<file path="src/verilog/cssep_pkg.sv">
// constants shared by the composite sync separator files
// assumes a single pclk domain at 40 MHz
package cssep_pkg;
	// clocking
	localparam int PCLK_HZ = 40_000_000;
	localparam int FXX_HZ = 8_000_000;
	localparam logic [5:0] FXX_DIV = 6'(PCLK_HZ / FXX_HZ);
	localparam logic [1:0] SEL_PROHIBITED = 2'h3;
	localparam logic [1:0] SEL_DIV4 = 2'h2;
	// register byte offsets
	localparam logic [31:0] OFS_CTRL = 32'h0000_0000;
	localparam logic [31:0] OFS_VCMP = 32'h0000_0004;
	localparam logic [31:0] OFS_HCMP = 32'h0000_0008;
	localparam logic [31:0] OFS_MASKW = 32'h0000_000C;
	localparam logic [31:0] OFS_COMP = 32'h0000_0010;
	localparam logic [31:0] OFS_COUNT = 32'h0000_0014;
	localparam logic [31:0] OFS_STAT = 32'h0000_0018;
	// control register fields
	localparam int CTRL_RUN = 7;
	localparam int CTRL_POL = 3;
	localparam int CTRL_FLAG = 2;
	localparam int CTRL_SEL_HI = 1;
	localparam int CTRL_SEL_LO = 0;
	// status register fields
	localparam int ST_VS = 0;
	localparam int ST_RAW = 1;
	localparam int ST_REP = 2;
	localparam int ST_FIRST_V = 3;
	localparam int ST_FIRST_H = 4;
	localparam int ST_MASK = 5;
	// interval counter marks
	localparam logic [7:0] HC_START = 8'h01;
	localparam logic [7:0] HC_WIDTH_END = 8'h0A;
	localparam logic [7:0] HC_FIELD_END = 8'h46;
	localparam logic [7:0] ZERO8 = 8'h00;
	localparam logic [7:0] ONE8 = 8'h01;
	// start-up sequence
	typedef enum logic [1:0] {
		CSSEP_STOP = 2'b00,
		CSSEP_WAIT_V = 2'b01,
		CSSEP_WAIT_H = 2'b10,
		CSSEP_RUN = 2'b11
	} cssep_state_t;
endpackage

</file>
<file path="src/verilog/cssep_tick.sv">
// separator clock edge generator: pulses for its falling and rising edges
// assumes pclk is the base clock source, one pulse per edge
module cssep_tick (
	// clock and reset
	input wire logic pclk,
	input wire logic presetn,
	// control
	input wire logic run,
	input wire logic [1:0] clk_sel,
	// separator clock edges
	output logic fall_tick,
	output logic rise_tick
);
	logic [5:0] div_ff;
	logic [1:0] shift;
	logic [5:0] period;
	logic [5:0] last;

	// the prohibited code falls back to the slowest rate
	assign shift = (clk_sel == cssep_pkg::SEL_PROHIBITED) ?
		cssep_pkg::SEL_DIV4 : clk_sel;
	assign period = 6'(cssep_pkg::FXX_DIV << shift);
	assign last = 6'(period - 6'h01);
	assign rise_tick = run && (div_ff == last);
	assign fall_tick = run && (div_ff == 6'(last >> 1));

	always_ff @(posedge pclk or negedge presetn) begin
		if (!presetn) begin
			div_ff <= 6'h00;
		end else if (!run || div_ff >= last) begin
			div_ff <= 6'h00;
		end else begin
			div_ff <= 6'(div_ff + 6'h01);
		end
	end
endmodule

</file>
<file path="src/verilog/cssep_updown.sv">
// saturating 8-bit up/down sync counter
// assumes sample is stable across the rise tick that uses it
module cssep_updown (
	// clock and reset
	input wire logic pclk,
	input wire logic presetn,
	// control
	input wire logic run,
	input wire logic rise_tick,
	input wire logic sample,
	input wire logic [7:0] limit,
	// counter state
	output logic [7:0] count,
	output logic up_step,
	output logic [7:0] count_next
);
	logic [7:0] count_ff;

	assign count = count_ff;
	assign up_step = sample && (count_ff < limit);
	always_comb begin
		count_next = count_ff;
		if (up_step) begin
			count_next = 8'(count_ff + cssep_pkg::ONE8);
		end else if (!sample && count_ff != cssep_pkg::ZERO8) begin
			count_next = 8'(count_ff - cssep_pkg::ONE8);
		end
	end

	always_ff @(posedge pclk or negedge presetn) begin
		if (!presetn) begin
			count_ff <= 8'h00;
		end else if (!run) begin
			count_ff <= 8'h00;
		end else if (rise_tick) begin
			count_ff <= count_next;
		end
	end
endmodule

</file>
<file path="src/verilog/cssep_top.sv">
// composite sync separator with APB register access
// assumes sync input synchronous to pclk; zero wait state slave
//
// Implementation choices: the register addresses and the APB interface to the registers.
module cssep_top (
	// apb clock and reset
	input wire logic pclk,
	input wire logic presetn,
	// apb slave
	input wire logic psel,
	input wire logic penable,
	input wire logic pwrite,
	input wire logic [31:0] paddr,
	input wire logic [31:0] pwdata,
	output logic [31:0] prdata,
	output logic pready,
	output logic pslverr,
	// video sync
	input wire logic composite_sync_input,
	output logic vertical_sync_out,
	output logic raw_horizontal_out,
	output logic repaired_horizontal_out
);
	// registers
	logic separator_run_ff, input_polarity_invert_ff, field_parity_flag_ff;
	logic sync_clock_select_hi_ff, sync_clock_select_lo_ff;
	logic [7:0] vertical_compare_value_ff, horizontal_compare_value_ff;
	logic [7:0] mask_width_value_ff, mask_width_slave_ff;
	logic [7:0] compensation_interval_value_ff;
	logic [31:0] prdata_ff;
	// separator state
	cssep_pkg::cssep_state_t state_ff, nxt_state;
	logic sample_ff, real_cause_ff, repaired_seen_ff, field_ff;
	logic vsync_ff, nxt_vsync, mask_ff, nxt_mask;
	logic raw_ff, nxt_raw, comp_ff, nxt_comp;
	logic repaired_ff, nxt_repaired;
	logic [7:0] hcnt_ff, hinc;
	// wires
	logic fall_tick, rise_tick, up_step, h_match, h_live;
	logic [7:0] sync_updown_counter, count_next;
	logic real_restart, comp_restart, restart, step, vs_rise, rep_rise;
	logic wr, rd_setup, hit, run_start;
	logic [31:0] rd_mux;

	cssep_tick u_tick (
		.pclk(pclk),
		.presetn(presetn),
		.run(separator_run_ff),
		.clk_sel({sync_clock_select_hi_ff, sync_clock_select_lo_ff}),
		.fall_tick(fall_tick),
		.rise_tick(rise_tick)
	);

	cssep_updown u_updown (
		.pclk(pclk),
		.presetn(presetn),
		.run(separator_run_ff),
		.rise_tick(rise_tick),
		.sample(sample_ff),
		.limit(vertical_compare_value_ff),
		.count(sync_updown_counter),
		.up_step(up_step),
		.count_next(count_next)
	);

	// apb decode; the slave never waits
	assign pready = 1'b1;
	assign wr = psel && penable && pwrite;
	assign rd_setup = psel && !penable && !pwrite;
	assign pslverr = psel && penable && !hit;
	assign prdata = prdata_ff;
	assign run_start = wr && (paddr == cssep_pkg::OFS_CTRL) &&
		pwdata[cssep_pkg::CTRL_RUN] && !separator_run_ff;

	always_comb begin
		rd_mux = 32'h0000_0000;
		hit = 1'b1;
		case (paddr)
		cssep_pkg::OFS_CTRL: begin
			rd_mux[cssep_pkg::CTRL_RUN] = separator_run_ff;
			rd_mux[cssep_pkg::CTRL_POL] = input_polarity_invert_ff;
			rd_mux[cssep_pkg::CTRL_FLAG] = field_parity_flag_ff;
			rd_mux[cssep_pkg::CTRL_SEL_HI] = sync_clock_select_hi_ff;
			rd_mux[cssep_pkg::CTRL_SEL_LO] = sync_clock_select_lo_ff;
		end
		cssep_pkg::OFS_VCMP: rd_mux[7:0] = vertical_compare_value_ff;
		cssep_pkg::OFS_HCMP: rd_mux[7:0] = horizontal_compare_value_ff;
		cssep_pkg::OFS_MASKW: rd_mux[7:0] = mask_width_value_ff;
		cssep_pkg::OFS_COMP: rd_mux[7:0] = compensation_interval_value_ff;
		cssep_pkg::OFS_COUNT: rd_mux[7:0] = sync_updown_counter;
		cssep_pkg::OFS_STAT: begin
			rd_mux[cssep_pkg::ST_VS] = vsync_ff;
			rd_mux[cssep_pkg::ST_RAW] = raw_ff;
			rd_mux[cssep_pkg::ST_REP] = repaired_ff;
			rd_mux[cssep_pkg::ST_FIRST_V] = state_ff[1];
			rd_mux[cssep_pkg::ST_FIRST_H] =
				(state_ff == cssep_pkg::CSSEP_RUN);
			rd_mux[cssep_pkg::ST_MASK] = mask_ff;
		end
		default: hit = 1'b0;
		endcase
	end

	// read data captured in setup so it is a flop during access
	always_ff @(posedge pclk or negedge presetn) begin
		if (!presetn) begin
			prdata_ff <= 32'h0000_0000;
		end else if (rd_setup) begin
			prdata_ff <= rd_mux;
		end
	end

	always_ff @(posedge pclk or negedge presetn) begin
		if (!presetn) begin
			separator_run_ff <= 1'b0;
			input_polarity_invert_ff <= 1'b0;
			sync_clock_select_hi_ff <= 1'b0;
			sync_clock_select_lo_ff <= 1'b0;
		end else if (wr && paddr == cssep_pkg::OFS_CTRL) begin
			separator_run_ff <= pwdata[cssep_pkg::CTRL_RUN];
			input_polarity_invert_ff <= pwdata[cssep_pkg::CTRL_POL];
			sync_clock_select_hi_ff <= pwdata[cssep_pkg::CTRL_SEL_HI];
			sync_clock_select_lo_ff <= pwdata[cssep_pkg::CTRL_SEL_LO];
		end
	end

	// compare values; rewriting them while running is not guarded
	always_ff @(posedge pclk or negedge presetn) begin
		if (!presetn) begin
			vertical_compare_value_ff <= 8'h00;
			horizontal_compare_value_ff <= 8'h00;
			mask_width_value_ff <= 8'h00;
			compensation_interval_value_ff <= 8'h00;
		end else if (wr) begin
			if (paddr == cssep_pkg::OFS_VCMP) begin
				vertical_compare_value_ff <= pwdata[7:0];
			end
			if (paddr == cssep_pkg::OFS_HCMP) begin
				horizontal_compare_value_ff <= pwdata[7:0];
			end
			if (paddr == cssep_pkg::OFS_MASKW) begin
				mask_width_value_ff <= pwdata[7:0];
			end
			if (paddr == cssep_pkg::OFS_COMP) begin
				compensation_interval_value_ff <= pwdata[7:0];
			end
		end
	end

	// mask width slave copy: on run start and each later repaired pulse
	always_ff @(posedge pclk or negedge presetn) begin
		if (!presetn) begin
			mask_width_slave_ff <= 8'h00;
		end else if (run_start || (rep_rise && repaired_seen_ff)) begin
			mask_width_slave_ff <= mask_width_value_ff;
		end
	end

	// input sampled on the separator clock falling edge
	always_ff @(posedge pclk or negedge presetn) begin
		if (!presetn) begin
			sample_ff <= 1'b0;
		end else if (fall_tick) begin
			sample_ff <= composite_sync_input ^
				input_polarity_invert_ff;
		end
	end

	// vertical sync: set at the limit, cleared back at zero
	always_comb begin
		nxt_vsync = vsync_ff;
		if (!separator_run_ff) begin
			nxt_vsync = 1'b0;
		end else if (sync_updown_counter == vertical_compare_value_ff) begin
			nxt_vsync = 1'b1;
		end else if (sync_updown_counter == cssep_pkg::ZERO8) begin
			nxt_vsync = 1'b0;
		end
	end
	assign vs_rise = nxt_vsync && !vsync_ff;

	always_ff @(posedge pclk or negedge presetn) begin
		if (!presetn) begin
			vsync_ff <= 1'b0;
		end else begin
			vsync_ff <= nxt_vsync;
		end
	end

	// horizontal match only on an upward step
	assign h_match = rise_tick && up_step &&
		(count_next == horizontal_compare_value_ff);

	// start-up sequence
	always_comb begin
		nxt_state = state_ff;
		case (state_ff)
		cssep_pkg::CSSEP_STOP: begin
			if (separator_run_ff) begin
				nxt_state = cssep_pkg::CSSEP_WAIT_V;
			end
		end
		cssep_pkg::CSSEP_WAIT_V: begin
			if (vs_rise) begin
				nxt_state = cssep_pkg::CSSEP_WAIT_H;
			end
		end
		cssep_pkg::CSSEP_WAIT_H: begin
			if (h_match) begin
				nxt_state = cssep_pkg::CSSEP_RUN;
			end
		end
		cssep_pkg::CSSEP_RUN: nxt_state = cssep_pkg::CSSEP_RUN;
		default: nxt_state = cssep_pkg::CSSEP_STOP;
		endcase
		if (!separator_run_ff) begin
			nxt_state = cssep_pkg::CSSEP_STOP;
		end
	end

	always_ff @(posedge pclk or negedge presetn) begin
		if (!presetn) begin
			state_ff <= cssep_pkg::CSSEP_STOP;
		end else begin
			state_ff <= nxt_state;
		end
	end

	// interval counter control
	assign h_live = (state_ff == cssep_pkg::CSSEP_RUN) && separator_run_ff;
	assign real_restart = h_match && !mask_ff &&
		(h_live || state_ff == cssep_pkg::CSSEP_WAIT_H);
	assign comp_restart = h_live && rise_tick && !real_restart &&
		(hcnt_ff == compensation_interval_value_ff);
	assign restart = real_restart || comp_restart;
	assign step = h_live && rise_tick && !restart;
	assign hinc = 8'(hcnt_ff + cssep_pkg::ONE8);

	always_ff @(posedge pclk or negedge presetn) begin
		if (!presetn) begin
			hcnt_ff <= 8'h00;
		end else if (!separator_run_ff || restart) begin
			hcnt_ff <= 8'h00;
		end else if (step) begin
			hcnt_ff <= hinc;
		end
	end

	// remembers whether the running interval began on a real pulse
	always_ff @(posedge pclk or negedge presetn) begin
		if (!presetn) begin
			real_cause_ff <= 1'b0;
		end else if (real_restart) begin
			real_cause_ff <= 1'b1;
		end else if (comp_restart || !separator_run_ff) begin
			real_cause_ff <= 1'b0;
		end
	end

	// mask, raw and compensation pulses
	always_comb begin
		nxt_mask = mask_ff;
		nxt_raw = raw_ff;
		nxt_comp = comp_ff;
		if (step && hinc == cssep_pkg::HC_START) begin
			nxt_mask = 1'b1;
			nxt_raw = real_cause_ff;
		end else if (step && hinc == mask_width_slave_ff) begin
			nxt_mask = 1'b0;
		end
		if (step && hinc == cssep_pkg::HC_WIDTH_END) begin
			nxt_raw = 1'b0;
			nxt_comp = 1'b0;
		end
		if (comp_restart) begin
			nxt_comp = 1'b1;
		end
		if (!h_live) begin
			nxt_mask = 1'b0;
			nxt_raw = 1'b0;
			nxt_comp = 1'b0;
		end
		nxt_repaired = nxt_raw || nxt_comp;
	end
	assign rep_rise = nxt_repaired && !repaired_ff;

	always_ff @(posedge pclk or negedge presetn) begin
		if (!presetn) begin
			mask_ff <= 1'b0;
			raw_ff <= 1'b0;
			comp_ff <= 1'b0;
			repaired_ff <= 1'b0;
		end else begin
			mask_ff <= nxt_mask;
			raw_ff <= nxt_raw;
			comp_ff <= nxt_comp;
			repaired_ff <= nxt_repaired;
		end
	end

	// first repaired pulse after start does not reload the mask width
	always_ff @(posedge pclk or negedge presetn) begin
		if (!presetn) begin
			repaired_seen_ff <= 1'b0;
		end else if (!separator_run_ff) begin
			repaired_seen_ff <= 1'b0;
		end else if (rep_rise) begin
			repaired_seen_ff <= 1'b1;
		end
	end

	// field discrimination flip-flop; the set wins a same-cycle clear
	always_ff @(posedge pclk or negedge presetn) begin
		if (!presetn) begin
			field_ff <= 1'b0;
		end else if (!separator_run_ff) begin
			field_ff <= 1'b0;
		end else if (rep_rise) begin
			field_ff <= 1'b1;
		end else if (step && hinc == cssep_pkg::HC_FIELD_END) begin
			field_ff <= 1'b0;
		end
	end

	// flag only latched once a first vertical pulse is behind us
	always_ff @(posedge pclk or negedge presetn) begin
		if (!presetn) begin
			field_parity_flag_ff <= 1'b0;
		end else if (vs_rise && state_ff[1]) begin
			field_parity_flag_ff <= field_ff;
		end
	end

	assign vertical_sync_out = vsync_ff;
	assign raw_horizontal_out = raw_ff;
	assign repaired_horizontal_out = repaired_ff;
endmodule

</file>
<file path="config.mk">
export PLATFORM = sky130hd
export DESIGN_NAME = cssep_top
export DESIGN_NICKNAME = d
export VERILOG_FILES = /design/src/verilog/cssep_pkg.sv /design/src/verilog/cssep_tick.sv /design/src/verilog/cssep_updown.sv /design/src/verilog/cssep_top.sv
export SDC_FILE = /design/constraint.sdc
export NUM_CORES = 1
export LEC_CHECK = 0
export BUFFER_PORTS_ARGS = -buffer_cell sky130_fd_sc_hd__buf_4
export CAP_MARGIN = 15
export CORE_UTILIZATION = 50
export CTS_CLUSTER_SIZE = 14
export DETAILED_ROUTE_END_ITERATION = 10
export MAX_ROUTING_LAYER = met4
export PLACE_DENSITY = 0.81
export SYNTH_ARGS = -nofsm -noshare
export SYNTH_HDL_FRONTEND = slang
export SYNTH_SLANG_ARGS = --single-unit
</file>
<file path="constraint.sdc">
create_clock -name pclk -period 8.43 [get_ports pclk]
set_clock_uncertainty 0.05 [all_clocks]
set_input_delay 0.843 -clock pclk [delete_from_list [all_inputs] [get_ports pclk]]
set_output_delay 0.843 -clock pclk [all_outputs]
set_load 0.005 [all_outputs]
</file>
==> run_results.csv <==
group,metric,value,unit
layout,diodes,0,
power,p_leak,2.78,nW
drt,final_antenna_net_count,0,
run_status,status,"completed",
critical_path,worst_r2r_path_depth,11,
clock_network,tritoncts,"done",
drt,remaining_drc_errors,0,
critical_path,r2r-end,"mask_width_slave_ff[6]$_DFFE_PN0P_",
power,p_seq_frac,0.539,
critical_path,critical_path_class,"in -> reg",
layout,layout_commonest_cell,"dfrtp_1",
synthesis,synthesis.area,0.00561,mm^2
synthesis,synth_edf_count,0,
critical_path,path_buf_inv,1,
sta,setup_viol,0,
synthesis,synth-seq-cells,86,
clock_network,root_buffer,"clkbuf_8",
floorplanning,num_io_pins,107,
place,globalplace.congestion,0.900,
floorplanning,die_area,0.0116,mm^2
clock_network,cts_num_sinks,86,
clock_network,cts_resized,0,
sta,tightest_slew,1.09,ns
global_routing,grt_max_degree,70,
clock_network,cts_setup_buffers,0,
sta,report.final.slew_viol_count,0,
power,p_sw_frac,0.253,
critical_path,path_cells,"buf_4 > nor4_1 > nand4_1 > nor4_1 > nand2b_1 > nor4_2 > nand4b_1 > nand3_1 > o21ai_0 > a311o_1",
synthesis,ys_warn_count,0,
synthesis,ys_seq_area_frac,0.384,
place,hpwl,10.9,mm
sta,final.min_clock_period,3.98,ns
power,powerDensity,124,mW/mm^2
clock_network,cts.reportedPaths.clkPinSlew,0.10,ns
floorplanning,fp-row-count,38,
global_routing,antenna_found_initial,0,
power,switchingPower,0.000194,W
critical_path,crit_fanout,24,
drt,drt-initial-drc-count,487,
sta,final_hold_viol_count,0,
synthesis,ys_async_sr_fraction,1.00,
hold_path,min_path_type,"in -> async",
floorplanning,initial_core_util,0.515,
power,vdd_drop_max,152,uV
layout,layout-drive-gt1-share,0.182,
global_routing,grtUsageTotal,0.269,
sta,rsz0062_at_grt,"no",
synthesis,syn_inst,602,
critical_path,crit_top_cell,"nor4_1",
critical_path,cp-end-kind,"flip-flop",
floorplanning,die_w,108,um
critical_path,start_kind,"input pin",
clock_network,clk_latency,0.37,ns
sta,slew_headroom,0.271,
clock_network,cts_max_level,3,
run,maxCapViolCount,0,
clock_network,cts_made_buffers,9,
layout,design.final.nets,735,
critical_path,worstReg2RegStart,"sync_clock_select_hi_ff$_DFFE_PN0P_",
critical_path,crit_slowest_cell,"nand4b_1",
floorplanning,die_h,108,um
sta,timing.final.crit_share,0.472,
critical_path,critPathTopFamily,"simple AND/OR/NAND/NOR gates",
floorplanning,core,0.0109,mm^2
sta,max_freq,251,MHz
layout,final_cell_area,0.00619,mm^2
drt,routed_wl,14.7,mm
sta,finalSetupTns,0,ns
power,p_int,0.000571,W
drt,avgRoutedWirePerCell,18.7,um
drt,vias_per_cell,6.04,
synthesis,synthFlopType,"dfrtp_1",
global_routing,grt_pass1_wl,23.1,mm
place,place_area,0.00598,mm^2
place,placed_cells_incl_taps,773,
global_routing,grt_overflow_total,0,
layout,instances_no_fill,789,
critical_path,critPathArrivalTime,4.19,ns
critical_path,required,8.64,ns
clock_network,clock_path_buffers,2,
clock_network,hold_buffers,0,
layout,mostFrequentLayoutCells,"dfrtp_1, nand2_1, buf_4",
power,pwr-share-clk,0.415,
critical_path,reg2reg_slack,4.54,ns
place,io_buffers,57,
drt,vias,4768,
synthesis,avgSynthCellArea,9.32,um^2
power,pwr-share-comb,0.047,
drt,first_pass_iters,7,
critical_path,slowest_delay,0.85,ns
layout,area_growth,10.4,%
synthesis,synth_cell_type_count,74,
global_routing,grt_pass1_vias,4433,
-- registers in the layout, indices dropped and copies added (netlist names), 2 cells and up --
signal                          count
compensation_interval_value_ff      8
hcnt_ff                             8
horizontal_compare_value_ff         8
mask_width_slave_ff                 8
mask_width_value_ff                 8
prdata                              8
state_ff                            2
u_tick.div_ff                       6
u_updown.count                      8
vertical_compare_value_ff           8
-- final cells by class --
cell class                 instances  area [um^2]
sequential                        86         2150
timing repair buffer              59          443
fill                             939         4700
clock inverter                     7         86.3
tap                              140          175
inverter                          33          124
multi-input combinational        455         3090
clock buffer                       9          124
-- worst max-delay path by stage --
stage	start	end	slack, ns	cells past startpoint
final	paddr[22]	mask_width_slave_ff[6]$_DFFE_PN0P_	4.45	10
after global routing	paddr[22]	mask_width_slave_ff[6]$_DFFE_PN0P_	4.05	10
after CTS	paddr[22]	mask_width_slave_ff[6]$_DFFE_PN0P_	4.52	10
after detailed placement	paddr[22]	mask_width_slave_ff[6]$_DFFE_PN0P_	4.11	10
after global placement	paddr[22]	mask_width_slave_ff[6]$_DFFE_PN0P_	4.23	10
after floorplan	sync_clock_select_hi_ff$_DFFE_PN0P_	mask_width_slave_ff[6]$_DFFE_PN0P_	5.11	12
-- logic make-up (layout without fill, tap and decap cells) --
| logic type | after synthesis | in the layout | share of synthesized area |
|---|---|---|---|
| fa+ha+maj | 21 | 21 | 0.0468 |
| other cells | 2 | 26 | 0.00134 |
| xor+xnor | 45 | 45 | 0.0703 |
| mux | 25 | 25 | 0.0518 |
| simple gates | 196 | 196 | 0.189 |
| buf+inv | 85 | 108 | 0.0823 |
| flops | 86 | 86 | 0.384 |
| compound gates | 142 | 142 | 0.175 |
-- power by group through the flow --
stage | combinational, W | sequential, W | clock, W
final | 0.0000358 | 0.000412 | 0.000317
after CTS | 0.0000359 | 0.000412 | 0.000321
after floorplan | 0.0000142 | 0.000420 | 0
after global routing | 0.0000403 | 0.000412 | 0.000336
after global placement | 0.0000350 | 0.000420 | 0
after detailed placement | 0.0000357 | 0.000420 | 0
-- cell usage after synthesis (8+ instances only) --
cell type  count  area share
xnor2_1       31       0.048
and2_1         9       0.010
a22oi_1       14       0.019
inv_1         33       0.022
nor2_1        28       0.019
nand4_1        9       0.010
mux2_2        22       0.044
nand2_1       63       0.042
a21oi_1       16       0.014
nand2b_1       8      0.0089
nand3_1       23       0.021
dfrtp_1       86        0.38
a211oi_1       8       0.011
a311o_1        8       0.014
nor4_1        12       0.013
ha_1          21       0.047
a21o_1         8       0.011
xor2_1        14       0.022
clkbuf_1      17       0.011
buf_4         25       0.033
o21ai_0       43       0.038
-- worst register-to-register path: stages (launching register included) --
cell	delay [ns]
dfrtp_1	0.47
or2_2	0.33
ha_1	0.30
nand3_1	0.11
or2_2	0.36
a2111oi_2	0.28
nor4b_1	0.31
nand3_1	0.25
nor4_4	0.46
o2bb2ai_2	0.27
and2_4	0.28
a311o_1	0.32
-- through the flow --
step / util / hold WS [ns] / power [W] / worst slack (ns)
2_1_floorplan: - / 0.404 / 0.000435 / 5.11
3_3_place_gp: 0.549 / 0.416 / 0.000455 / 4.23
3_5_place_dp: 0.549 / 0.420 / 0.000456 / 4.11
4_1_cts: 0.568 / 0.266 / 0.000769 / 4.52
5_1_grt: 0.568 / 0.268 / 0.000789 / 4.05
6_report: 0.568 / 0.268 / 0.000765 / 4.45
-- routing by layer --
metal | vias up | track usage | part of all wire
li1 | 2206 | - | -
met1 | 2345 | 0.343 | 0.42
met2 | 196 | 0.422 | 0.48
met3 | 21 | 0.0696 | 0.074
met4 | 0 | 0.0793 | 0.018
met5 | - | - | 0
Note: power is estimated with default switching activity, not from simulation.
